$ cat src/sac_pkg.sv
`default_nettype none
package sac_pkg;
  localparam int ADDR_W = 8;
  localparam int DATA_W = 8;
  localparam int CH_W   = 4;
  localparam int MUX_W  = 11;
  localparam int EXT_N  = 8;

  localparam logic [7:0] OFF_PORT     = 8'h03;
  localparam logic [7:0] OFF_RESULT   = 8'h08;
  localparam logic [7:0] OFF_STATCTL  = 8'h09;
  localparam logic [7:0] OFF_IRQ_STAT = 8'h10;
  localparam logic [7:0] OFF_IRQ_MASK = 8'h11;

  localparam int BIT_DONE = 7;
  localparam int BIT_RC   = 6;
  localparam int BIT_PWR  = 5;
  localparam int BIT_IRQ_DONE = 0;

  localparam logic [7:0] RESET_RESULT = 8'h00;
  localparam logic [3:0] RESET_CH     = 4'h0;
  localparam logic [7:0] READ_ZERO    = 8'h00;

  localparam logic [3:0] CH_REF_HI  = 4'h8;
  localparam logic [3:0] CH_REF_MID = 4'h9;
  localparam int MUX_REF_HI  = 8;
  localparam int MUX_REF_MID = 9;
  localparam int MUX_REF_LO  = 10;

  localparam logic [3:0] SAMPLE_TICKS = 4'hC;
  localparam logic [3:0] BIT_TICKS    = 4'h4;
  localparam logic [7:0] SAR_MSB      = 8'h80;
  localparam logic [7:0] SAR_ONE      = 8'h01;
  localparam logic [2:0] SAR_TOP_BIT  = 3'h7;
  localparam int RC_DIV = 4;
endpackage
`default_nettype wire

$ cat src/sac_tick.sv
`default_nettype none
module sac_tick #(
  parameter int RC_DIV = sac_pkg::RC_DIV
) (
  input  wire logic clk,
  input  wire logic rst,
  input  wire logic run,
  input  wire logic rc_sel,
  output logic      tick
);
  typedef struct packed {
    logic [7:0] cnt;
    logic       tick;
  } sac_tick_state_t;

  sac_tick_state_t st_reg;
  sac_tick_state_t st_next;

  // The RC clock is modelled as a slower enable so the block keeps one clock.
  always_comb begin
    st_next = st_reg;
    st_next.tick = 1'b0;
    if (!run) begin
      st_next.cnt = 8'h00;
    end else if (!rc_sel) begin
      st_next.tick = 1'b1;
      st_next.cnt = 8'h00;
    end else if (st_reg.cnt == 8'(RC_DIV - 1)) begin
      st_next.tick = 1'b1;
      st_next.cnt = 8'h00;
    end else begin
      st_next.cnt = st_reg.cnt + 8'h01;
    end
  end

  always_ff @(posedge clk or posedge rst) begin
    if (rst) begin
      st_reg <= '0;
    end else begin
      st_reg <= st_next;
    end
  end

  assign tick = st_reg.tick;
endmodule // sac_tick
`default_nettype wire

$ cat src/sac_sar.sv
`default_nettype none
module sac_sar (
  input  wire logic       clk,
  input  wire logic       rst,
  input  wire logic       run,
  input  wire logic       start,
  input  wire logic       tick,
  input  wire logic       comp,
  output logic [7:0]      dac_code,
  output logic            sample,
  output logic            done,
  output logic [7:0]      result
);
  typedef enum logic [1:0] {S_IDLE, S_SAMPLE, S_CONV} sac_sar_phase_t;

  typedef struct packed {
    sac_sar_phase_t phase;
    logic [3:0]     cnt;
    logic [2:0]     bitn;
    logic [7:0]     code;
    logic           sample;
    logic           done;
    logic [7:0]     result;
  } sac_sar_state_t;

  sac_sar_state_t st_reg;
  sac_sar_state_t st_next;
  logic [7:0]     kept;

  always_comb begin
    st_next = st_reg;
    st_next.done = 1'b0;
    kept = comp ? st_reg.code : (st_reg.code & ~(sac_pkg::SAR_ONE << st_reg.bitn));
    if (!run) begin
      st_next.phase = S_IDLE;
      st_next.code = 8'h00;
      st_next.sample = 1'b0;
      st_next.cnt = 4'h0;
    end else if (start) begin
      st_next.phase = S_SAMPLE;
      st_next.code = 8'h00;
      st_next.sample = 1'b1;
      st_next.cnt = 4'h0;
    end else begin
      case (st_reg.phase)
        S_IDLE: begin
          st_next.phase = S_SAMPLE;
          st_next.sample = 1'b1;
          st_next.cnt = 4'h0;
        end
        S_SAMPLE: begin
          if (tick) begin
            if (st_reg.cnt == sac_pkg::SAMPLE_TICKS - 4'h1) begin
              st_next.phase = S_CONV;
              st_next.sample = 1'b0;
              st_next.bitn = sac_pkg::SAR_TOP_BIT;
              st_next.code = sac_pkg::SAR_MSB;
              st_next.cnt = 4'h0;
            end else begin
              st_next.cnt = st_reg.cnt + 4'h1;
            end
          end
        end
        S_CONV: begin
          if (tick) begin
            if (st_reg.cnt == sac_pkg::BIT_TICKS - 4'h1) begin
              st_next.cnt = 4'h0;
              if (st_reg.bitn == 3'h0) begin
                st_next.done = 1'b1;
                st_next.result = kept;
                st_next.phase = S_SAMPLE;
                st_next.sample = 1'b1;
                st_next.code = 8'h00;
              end else begin
                st_next.bitn = st_reg.bitn - 3'h1;
                st_next.code = kept | (sac_pkg::SAR_ONE << (st_reg.bitn - 3'h1));
              end
            end else begin
              st_next.cnt = st_reg.cnt + 4'h1;
            end
          end
        end
        default: begin
          st_next.phase = S_IDLE;
        end
      endcase
    end
  end

  always_ff @(posedge clk or posedge rst) begin
    if (rst) begin
      st_reg <= '0;
    end else begin
      st_reg <= st_next;
    end
  end

  assign dac_code = st_reg.code;
  assign sample   = st_reg.sample;
  assign done     = st_reg.done;
  assign result   = st_reg.result;
endmodule // sac_sar
`default_nettype wire

$ cat src/sac_adc.sv
// Strobed register access was left to the implementer.
`default_nettype none
module sac_adc #(
  parameter int RC_DIV = sac_pkg::RC_DIV
) (
  input  wire logic                        SYS_CLK,
  input  wire logic                        SYS_RST,
  input  wire logic [sac_pkg::ADDR_W-1:0]  ADDR,
  input  wire logic [sac_pkg::DATA_W-1:0]  WDATA,
  input  wire logic                        WR,
  input  wire logic                        RD,
  output logic      [sac_pkg::DATA_W-1:0]  RDATA,
  input  wire logic [sac_pkg::EXT_N-1:0]   PORT_PINS,
  input  wire logic                        COMP_IN,
  input  wire logic                        STOP_ACTIVE,
  output logic      [sac_pkg::MUX_W-1:0]   MUX_SEL,
  output logic                             SAMPLE_SW,
  output logic      [7:0]                  DAC_CODE,
  output logic                             CONV_POWER,
  output logic                             RC_OSC_EN,
  output logic                             IRQ
);
  typedef struct packed {
    logic [sac_pkg::EXT_N-1:0]  pins_s1;
    logic [sac_pkg::EXT_N-1:0]  pins_s2;
    logic                       comp_s1;
    logic                       comp_s2;
    logic                       rc_sel;
    logic                       pwr_on;
    logic                       done_flag;
    logic [sac_pkg::CH_W-1:0]   channel;
    logic [7:0]                 result;
    logic                       irq_stat;
    logic                       irq_mask;
    logic [sac_pkg::DATA_W-1:0] rdata;
    logic [sac_pkg::MUX_W-1:0]  mux_sel;
    logic                       rc_osc;
    logic                       conv_pwr;
    logic                       irq;
  } sac_top_state_t;

  sac_top_state_t st_reg;
  sac_top_state_t st_next;

  logic                      wr_ctl;
  logic                      wr_mask;
  logic                      wr_istat;
  logic                      rd_result;
  logic                      run;
  logic                      tick;
  logic                      sar_done;
  logic [7:0]                sar_result;
  logic [7:0]                sar_code;
  logic                      sar_sample;
  logic [sac_pkg::EXT_N-1:0] ext_hit;
  logic                      is_ref_hi;
  logic                      is_ref_mid;

  // Stop holds the tick and the conversion engine idle; the system keeps it high through its start-up delay.
  assign run = st_reg.pwr_on & ~STOP_ACTIVE;

  // Exact decode keeps writes to the port and result offsets from touching the engine.
  assign wr_ctl    = WR && (ADDR == sac_pkg::OFF_STATCTL);
  assign wr_mask   = WR && (ADDR == sac_pkg::OFF_IRQ_MASK);
  assign wr_istat  = WR && (ADDR == sac_pkg::OFF_IRQ_STAT);
  assign rd_result = RD && (ADDR == sac_pkg::OFF_RESULT);

  sac_tick #(
    .RC_DIV (RC_DIV)
  ) u_tick (
    .clk    (SYS_CLK),
    .rst    (SYS_RST),
    .run    (run),
    .rc_sel (st_reg.rc_sel),
    .tick   (tick)
  );

  // A comparator high means the held input is at or above the trial code.
  sac_sar u_sar (
    .clk      (SYS_CLK),
    .rst      (SYS_RST),
    .run      (run),
    .start    (wr_ctl),
    .tick     (tick),
    .comp     (st_reg.comp_s2),
    .dac_code (sar_code),
    .sample   (sar_sample),
    .done     (sar_done),
    .result   (sar_result)
  );

  genvar gi;
  generate
    for (gi = 0; gi < sac_pkg::EXT_N; gi++) begin : g_ext
      assign ext_hit[gi] = (st_reg.channel == sac_pkg::CH_W'(gi));
    end
  endgenerate

  assign is_ref_hi  = (st_reg.channel == sac_pkg::CH_REF_HI);
  assign is_ref_mid = (st_reg.channel == sac_pkg::CH_REF_MID);

  always_comb begin
    st_next = st_reg;

    // Only the second stage is read by any logic.
    st_next.pins_s1 = PORT_PINS;
    st_next.pins_s2 = st_reg.pins_s1;
    st_next.comp_s1 = COMP_IN;
    st_next.comp_s2 = st_reg.comp_s1;

    // The selector follows the channel one cycle late; sampling lasts far longer.
    st_next.mux_sel = '0;
    st_next.mux_sel[sac_pkg::EXT_N-1:0] = ext_hit;
    st_next.mux_sel[sac_pkg::MUX_REF_HI] = is_ref_hi;
    st_next.mux_sel[sac_pkg::MUX_REF_MID] = is_ref_mid;
    st_next.mux_sel[sac_pkg::MUX_REF_LO] = st_reg.channel[sac_pkg::CH_W-1] & ~is_ref_hi & ~is_ref_mid;

    if (wr_ctl) begin
      st_next.rc_sel = WDATA[sac_pkg::BIT_RC];
      st_next.pwr_on = WDATA[sac_pkg::BIT_PWR];
      st_next.channel = WDATA[sac_pkg::CH_W-1:0];
      st_next.done_flag = 1'b0;
    end
    if (rd_result) begin
      st_next.done_flag = 1'b0;
    end
    if (wr_mask) begin
      st_next.irq_mask = WDATA[sac_pkg::BIT_IRQ_DONE];
    end
    if (wr_istat && WDATA[sac_pkg::BIT_IRQ_DONE]) begin
      st_next.irq_stat = 1'b0;
    end

    // A finishing conversion wins over any clear in the same cycle.
    if (sar_done) begin
      st_next.result = sar_result;
      st_next.done_flag = 1'b1;
      st_next.irq_stat = 1'b1;
    end

    st_next.rdata = sac_pkg::READ_ZERO;
    if (RD) begin
      case (ADDR)
        sac_pkg::OFF_PORT: begin
          // Reading here during a conversion may cost accuracy on the pins.
          st_next.rdata = st_reg.pins_s2;
        end
        sac_pkg::OFF_RESULT: begin
          st_next.rdata = st_reg.result;
        end
        sac_pkg::OFF_STATCTL: begin
          st_next.rdata[sac_pkg::BIT_DONE] = st_reg.done_flag;
          st_next.rdata[sac_pkg::BIT_RC] = st_reg.rc_sel;
          st_next.rdata[sac_pkg::BIT_PWR] = st_reg.pwr_on;
          st_next.rdata[sac_pkg::CH_W-1:0] = st_reg.channel;
        end
        sac_pkg::OFF_IRQ_STAT: begin
          st_next.rdata[sac_pkg::BIT_IRQ_DONE] = st_reg.irq_stat;
        end
        sac_pkg::OFF_IRQ_MASK: begin
          st_next.rdata[sac_pkg::BIT_IRQ_DONE] = st_reg.irq_mask;
        end
        default: begin
          st_next.rdata = sac_pkg::READ_ZERO;
        end
      endcase
    end

    st_next.rc_osc = st_next.rc_sel & ~STOP_ACTIVE;
    st_next.conv_pwr = st_next.pwr_on & ~STOP_ACTIVE;
    st_next.irq = st_next.irq_stat & st_next.irq_mask;
  end

  always_ff @(posedge SYS_CLK or posedge SYS_RST) begin
    if (SYS_RST) begin
      st_reg <= '0;
    end else begin
      st_reg <= st_next;
    end
  end

  assign RDATA      = st_reg.rdata;
  assign MUX_SEL    = st_reg.mux_sel;
  assign SAMPLE_SW  = sar_sample;
  assign DAC_CODE   = sar_code;
  assign CONV_POWER = st_reg.conv_pwr;
  assign RC_OSC_EN  = st_reg.rc_osc;
  assign IRQ        = st_reg.irq;
endmodule // sac_adc
`default_nettype wire

$ cat config.mk
export PLATFORM = sky130hd
export DESIGN_NAME = sac_adc
export DESIGN_NICKNAME = d
export VERILOG_FILES = /design/src/sac_pkg.sv /design/src/sac_tick.sv /design/src/sac_sar.sv /design/src/sac_adc.sv
export SDC_FILE = /design/constraint.sdc
export NUM_CORES = 1
export LEC_CHECK = 0
export ABC_AREA = 0
export BUFFER_PORTS_ARGS = -buffer_cell sky130_fd_sc_hd__buf_2
export CORE_ASPECT_RATIO = 1.2
export CORE_UTILIZATION = 25
export CTS_CLUSTER_DIAMETER = 30
export DETAILED_ROUTE_END_ITERATION = 16
export PLACE_DENSITY = 0.4
export SKIP_LAST_GASP = 1
export SLEW_MARGIN = 5
export SYNTH_ARGS = -nofsm -noshare
export SYNTH_HDL_FRONTEND = slang
export SYNTH_HIERARCHICAL = 1
export SYNTH_SLANG_ARGS = --single-unit
$ cat constraint.sdc
create_clock -name SYS_CLK -period 3.9 [get_ports SYS_CLK]
set_clock_uncertainty 0.15 [all_clocks]
set_input_delay 0.195 -clock SYS_CLK [delete_from_list [all_inputs] [get_ports SYS_CLK]]
set_output_delay 0.195 -clock SYS_CLK [all_outputs]
set_load 0.02 [all_outputs]
# Yosys cells after proc, flatten, opt, wreduce, memory -nomap -nowiden
# Cells that the tools add are included.
[word_totals]
word_cells = 130
inputBits = 30
ff_bits = 93
out_inout_bits = 31
[classes]
muxes = 40
n_eq_ne = 31
reduce_logical = 16
add_sub_neg = 3
n_bitwise = 13
n_shift = 2
[ops]
columns = ["operator", "count"]
rows = [
  ["two-way mux 9 bit", 6],
  ["two-way mux 8 bit", 5],
  ["two-way mux 27 bit", 1],
  ["!= test 4 bit, second input constant", 6],
  ["case mux 11 bit (2 select lines)", 1],
  ["two-way mux 21 bit", 1],
  ["two-way mux 18 bit", 1],
  ["case mux 3 bit (3 select lines)", 2],
  ["equality test 4 x 3 -> 1 bit, second input constant", 4],
  ["equality test 8 x 2 -> 1 bit, second input constant", 2],
  ["equality test 8 x 4 -> 1 bit, second input constant", 2],
  ["equality test 8 x 5 -> 1 bit, second input constant", 2],
  ["<< shifter 1 x 3 -> 8 bit, first input constant", 2],
  ["equality test 4 x 2 -> 1 bit, second input constant", 3],
  ["equality test 4 bit, second input constant", 3],
  ["two-way mux 12 bit", 1],
  ["two-way mux 6 bit", 2],
  ["case mux 4 bit (3 select lines)", 1],
  ["AND reduction 6 bit", 2],
  ["two-way mux 10 bit", 1],
  ["AND reduction 5 bit", 2],
  ["adder 8 x 1 -> 8 bit, second input constant", 1],
  ["bitwise AND 8 bit", 1],
  ["two-way mux 4 bit", 2],
  ["other kinds (28)", 51],
]

# Longest topological paths before layout
[depth]
word_depth = 11
depth_mapped = 10
mapped_depth_nobuf = 7

# Modules after synthesis
# The synthesis kept the hierarchy.
[by_module_without_submodules]
columns = ["module", "cells_each", "area_each_um2", "instances"]
rows = [
  ["sac_adc", 172, 2273.4, 1],
  ["sac_sar", 213, 1884.3, 1],
  ["sac_tick", 41, 411.6, 1],
]

# Least setup slack after synthesis
# OpenSTA, ideal clock, no wires.
[synth_path]
kind = "input port to flip-flop"
from = "input ADDR[5] (netlist bit)"
to = "register u_sar.st_reg (netlist bit u_sar/dac_code[1])"
path_slack_ns = 1.388
t_arrival_ns = 2.241
setup_ns = 0.122
cell_stages = 9
path_buffers = 4
path_cell_list = "or4_1 buf_2 or4b_1 buf_6 inv_1 nor2b_1 clkbuf_1 clkbuf_1 a32o_1"
[synth_between]
elab_chain_len = 4
[synth_lines]
columns = ["element", "line_no", "source"]
rows = [
  ["start: declaration", "sac_adc.sv:8", "input wire logic [sac_pkg::ADDR_W-1:0] ADDR,"],
  ["equality test 8 x 4 -> 1 bit *", "sac_adc.sv:63", "assign wr_ctl = WR && (ADDR == sac_pkg::OFF_STATCTL);"],
  ["logical AND 1 bit *", "sac_adc.sv:63", ""],
  ["named net wr_ctl", "sac_adc.sv:45", "logic wr_ctl;"],
  ["!= test 4 bit (no source line) or two-way mux 9 bit (tied branches)", "-", ""],
  ["AND reduction 5 bit (no source line) or two-way mux 9 bit (tied branches)", "-", ""],
  ["end signal: assignment", "sac_sar.sv:94", "st_reg <= st_next;"],
  ["end: declaration", "sac_sar.sv:26", "sac_sar_state_t st_reg;"],
]
# Mark *: on every way through the listed nets, which the timed path passes. The rest lies on a longest branch.
# A chain may end at the register's enable or synchronous reset.

# Worst setup path in the final report
[layout_path]
from = "input ADDR[5] (netlist bit)"
to = "register u_sar.st_reg (netlist bit u_sar/sample)"
[layout_between]
elab_chain_len = 4
[layout_lines]
columns = ["element", "line_no"]
rows = [
  ["equality test 8 x 4 -> 1 bit *", "sac_adc.sv:63"],
  ["logical AND 1 bit *", "sac_adc.sv:63"],
  ["named net wr_ctl", "sac_adc.sv:45"],
  ["!= test 5 bit (no source line), or another cell as far along", "-"],
  ["AND reduction 6 bit (no source line) or two-way mux 9 bit (tied branches)", "-"],
]
# Marks and branches as above.

==> qor.yml <==
run_status:
  status: "finished with violations"
  failed_checks: "design-rule violations"
floorplan:
  die_w_um: 125
  initial_core_util: 0.258
  dieArea_mm2: 0.0188
  coreArea_mm2: 0.0177
  chipHeight_um: 150
  std_cell_rows: 53
  io_pins: 61
yosys:
  yosys.cell_count.top_type: "sky130_fd_sc_hd__dfrtp_1"
  post_synth_main_area_contributors: "sky130_fd_sc_hd__dfrtp_1 51%, sky130_fd_sc_hd__buf_4 5.8%, sky130_fd_sc_hd__mux2_2 4.9%, sky130_fd_sc_hd__ha_1 3.6%, sky130_fd_sc_hd__nand2_1 2.5%"
  synthDominantAreaCellType: "sky130_fd_sc_hd__dfrtp_1"
  synthDominantCellAreaShare: 0.509
  synth-seq-area-share: 0.509
  number_of_distinct_library_cells_after_synthesis: 61
  async_flop_share: 1.00
  syn_avg_cell_area_um2: 10.7
  commonest_cells_in_the_netlist: "93 x sky130_fd_sc_hd__dfrtp_1, 35 x sky130_fd_sc_hd__buf_4, 31 x sky130_fd_sc_hd__nand2_1"
  ys_ff_latch: 93
  syn_area_mm2: 0.00457
  postSynthCellCount: 426
  number_of_enable_flip_flop_cells_after_synthesis: 0
  synthesis.nets: 469
  postSynth.topFlopCell: "sky130_fd_sc_hd__dfrtp_1"
  yosys_warnings: 6
clock_network:
  cts_htree_levels: 3
  cts.clk_slew.worst_paths_ns: 0.07
  postCtsResizedCells: 0
  clock_tree_buffer_depth: 2
  cts_tree: "yes"
  root_buffer: "sky130_fd_sc_hd__clkbuf_16"
  cts_buffers: 9
  skew_pair_late_insertion_delay_ns: 0.35
  clock_sink_count: 93
critical_path:
  critPathSlowestCell: "sky130_fd_sc_hd__or4b_1"
  worst_setup_path_startpoint: "ADDR[5]"
  data_required_time_at_the_worst_endpoint_ns: 3.99
  worst-path-buf-inv: 2
  r2r_setup_slack_ns: 1.48
  crit_chain: "buf_2 > or4_1 > or4b_1 > inv_1 > nor2b_1 > o21ai_0 > mux2_2"
  critical_path_depth_in_cells: 7
  worst_path_top_cell_family_by_delay: "simple AND/OR/NAND/NOR gates"
  category_of_the_most_critical_setup_path: "in -> reg"
  r2r-start: "st_reg[37]"
  start_kind: "primary input"
  setup.worst_path.end_class: "flip-flop"
  timing.reg2reg.worst_path_depth: 5
  worstReg2RegEnd: "u_sar/sample"
  cpPeakStageDelay_ns: 0.75
  critical_path_peak_fanout: 16
  worst_ep_arrival_time_ns: 2.71
  worst_setup_path_endpoint: "u_sar/sample"
finish:
  largest_register_ffs: 26
  final-seq-area_mm2: 0.00233
  multi_input_comb_area_mm2: 0.00180
  final_core_utilization: 0.298
  layout.cells.non_filler: 687
  area.growth.synth_to_final_pct: 15.6
  final_nets: 505
  num_antenna_cells: 0
  layout_cell_share_with_drive_strength_beyond_1: 0.238
  fillerInstances: 1819
sta:
  slew_viol_final: 0
  relSlewSlack: 0.243
  fin_setup_tns_ns: 0
  final_period_minus_worst_setup_slack_ns: 2.62
  timing_worst_slew_pin_value_ns: 1.13
  setup_slack_ns: 1.28
  max_freq_mhz: 382
  finalSetupViolCount: 0
  finalHoldViolCount: 0
  layout_worst_path_cycle_share: 0.672
  grt_setup_unrepaired: "false"
power:
  power.combinational.fraction: 0.053
  power_frac_seq: 0.491
  power_switching_uw: 487
  internal_power_mw: 1.54
  leakage_nw: 2.40
  power_per_cell_area_mw_per_mm2: 384
  part_of_the_total_power_dissipated_in_the_clock_network: 0.456
  irDropWorstVdd_mv: 0.192
  sw_frac_of_total: 0.240
placement:
  rd_place_congestion: 0.764
  post-place-ws_ns: 0.877
  hpwl_mm: 6.98
  buffer_ports.inserted: 58
  dpl.cell_count: 653
drt:
  drc: 6
  first_iter_violations: 117
  drt.antenna.violating_nets: 0
  routed_length_per_placed_instance_um: 14.3
  routed_via_density: 4.59
  drt_first_pass_iters: 12
  total_via_count_after_detailed_routing: 3154
  wirelength_mm: 9.83
global_routing:
  grt_first_pass_wirelength_mm: 16.8
  gr-usage-all-layers: 0.114
  grt-ovfl-total: 0
  grt_start_max_net_pins: 58
  antenna_found_initial: 0
  vias_in_the_first_global_route: 3247
job:
  max_cap_violations: 0
min_path:
  hold_path.class: "in -> reg"
[stage by stage]
step / power, mW / instance area [um2] / hold WS, ns
floorplan: 1.07 / 4570 / -0.127
global placement: 1.11 / 4790 / 0.0530
detailed placement: 1.11 / 4790 / 0.0626
CTS: 2.07 / 5280 / 0.135
global route: 2.12 / 5280 / 0.164
finish: 2.03 / 5280 / 0.144
[how the worst min path moves through the flow]
stage | from | end | slack, ns | cells after the start
6_report | ADDR[1] | st_reg[23] | 0.14 | 4
5_1_grt | ADDR[1] | RDATA[0] | 0.16 | 3
4_1_cts | ADDR[1] | st_reg[23] | 0.13 | 4
3_5_place_dp | SYS_RST | u_tick/st_reg[2] | 0.06 | 2
3_3_place_gp | SYS_RST | u_tick/st_reg[2] | 0.05 | 2
2_1_floorplan | SYS_RST | u_tick/st_reg[1] | -0.13 | 1
[worst min-delay path, cell delays in order]
cell	delay, ns
sky130_fd_sc_hd__buf_2	0.12
sky130_fd_sc_hd__nor3_1	0.10
sky130_fd_sc_hd__nand3_1	0.09
sky130_fd_sc_hd__a21o_1	0.10
[cells in the final DEF, fill, tap and decap left out, types with 4 or more instances in the layout]
cell	netlist	routed
sky130_fd_sc_hd__a32o_1	6	6
sky130_fd_sc_hd__nor2_1	26	26
sky130_fd_sc_hd__ha_1	13	13
sky130_fd_sc_hd__nand2_1	31	31
sky130_fd_sc_hd__a21oi_1	12	12
sky130_fd_sc_hd__nor3_1	9	9
sky130_fd_sc_hd__buf_2	3	58
sky130_fd_sc_hd__xor2_1	4	4
sky130_fd_sc_hd__nand3_1	9	9
sky130_fd_sc_hd__dlygate4sd3_1	0	18
sky130_fd_sc_hd__and2_1	4	4
sky130_fd_sc_hd__o21ai_1	7	7
sky130_fd_sc_hd__clkbuf_16	0	9
sky130_fd_sc_hd__dfrtp_1	93	93
sky130_fd_sc_hd__a22oi_1	10	10
sky130_fd_sc_hd__o21ai_0	16	16
sky130_fd_sc_hd__o22ai_1	5	5
sky130_fd_sc_hd__inv_1	20	19
sky130_fd_sc_hd__nor2b_1	10	10
sky130_fd_sc_hd__nand2b_1	12	12
sky130_fd_sc_hd__mux2i_1	4	4
sky130_fd_sc_hd__nand3b_1	4	4
sky130_fd_sc_hd__mux2_2	20	20
[power groups by stage]
stage	clock network, mW	registers [mW]	logic (mW)
2_1_floorplan	0	1.01	0.0662
3_3_place_gp	0	1.02	0.0964
3_5_place_dp	0	1.02	0.0964
4_1_cts	0.962	0.997	0.111
5_1_grt	1.00	0.999	0.122
6_report	0.926	0.996	0.108
[final cells by class]
| class | count | share of cell area |
|---|---|---|
| multi-input combinational | 259 | 0.341 |
| inverter | 20 | 0.0142 |
| clock buffer | 9 | 0.0426 |
| clock inverter | 7 | 0.0166 |
| sequential | 93 | 0.441 |
| timing repair buffer | 79 | 0.0933 |
| tap | 220 | 0.0521 |
[cell families (layout without fill, tap and decap cells)]
group	count (synthesis)	count (layout)	synth area share
fa+ha+maj	13	13	0.0356
xor+xnor	5	5	0.00958
compound gates	88	88	0.133
buf+inv	74	115	0.0969
simple gates	126	126	0.148
flops	93	93	0.509
mux	27	27	0.0679
[metal layers]
| layer | vias to the layer above | share of wire | track usage | wire length (um) |
|---|---|---|---|---|
| met4 | 0 | 0.019 | 0.0555 | 190 |
| li1 | 1536 | - | - | - |
| met5 | - | 0 | 0 | 0 |
| met3 | 11 | 0.035 | 0.0210 | 340 |
| met2 | 61 | 0.48 | 0.192 | 4720 |
| met1 | 1546 | 0.47 | 0.142 | 4570 |
[what timing repair did]
item                                   in CTS  in global routing
endpoints found under the hold margin      85                  0
hold buffers                               18                  0
setup buffers                               0                  0
(Power assumes the default switching activity.)
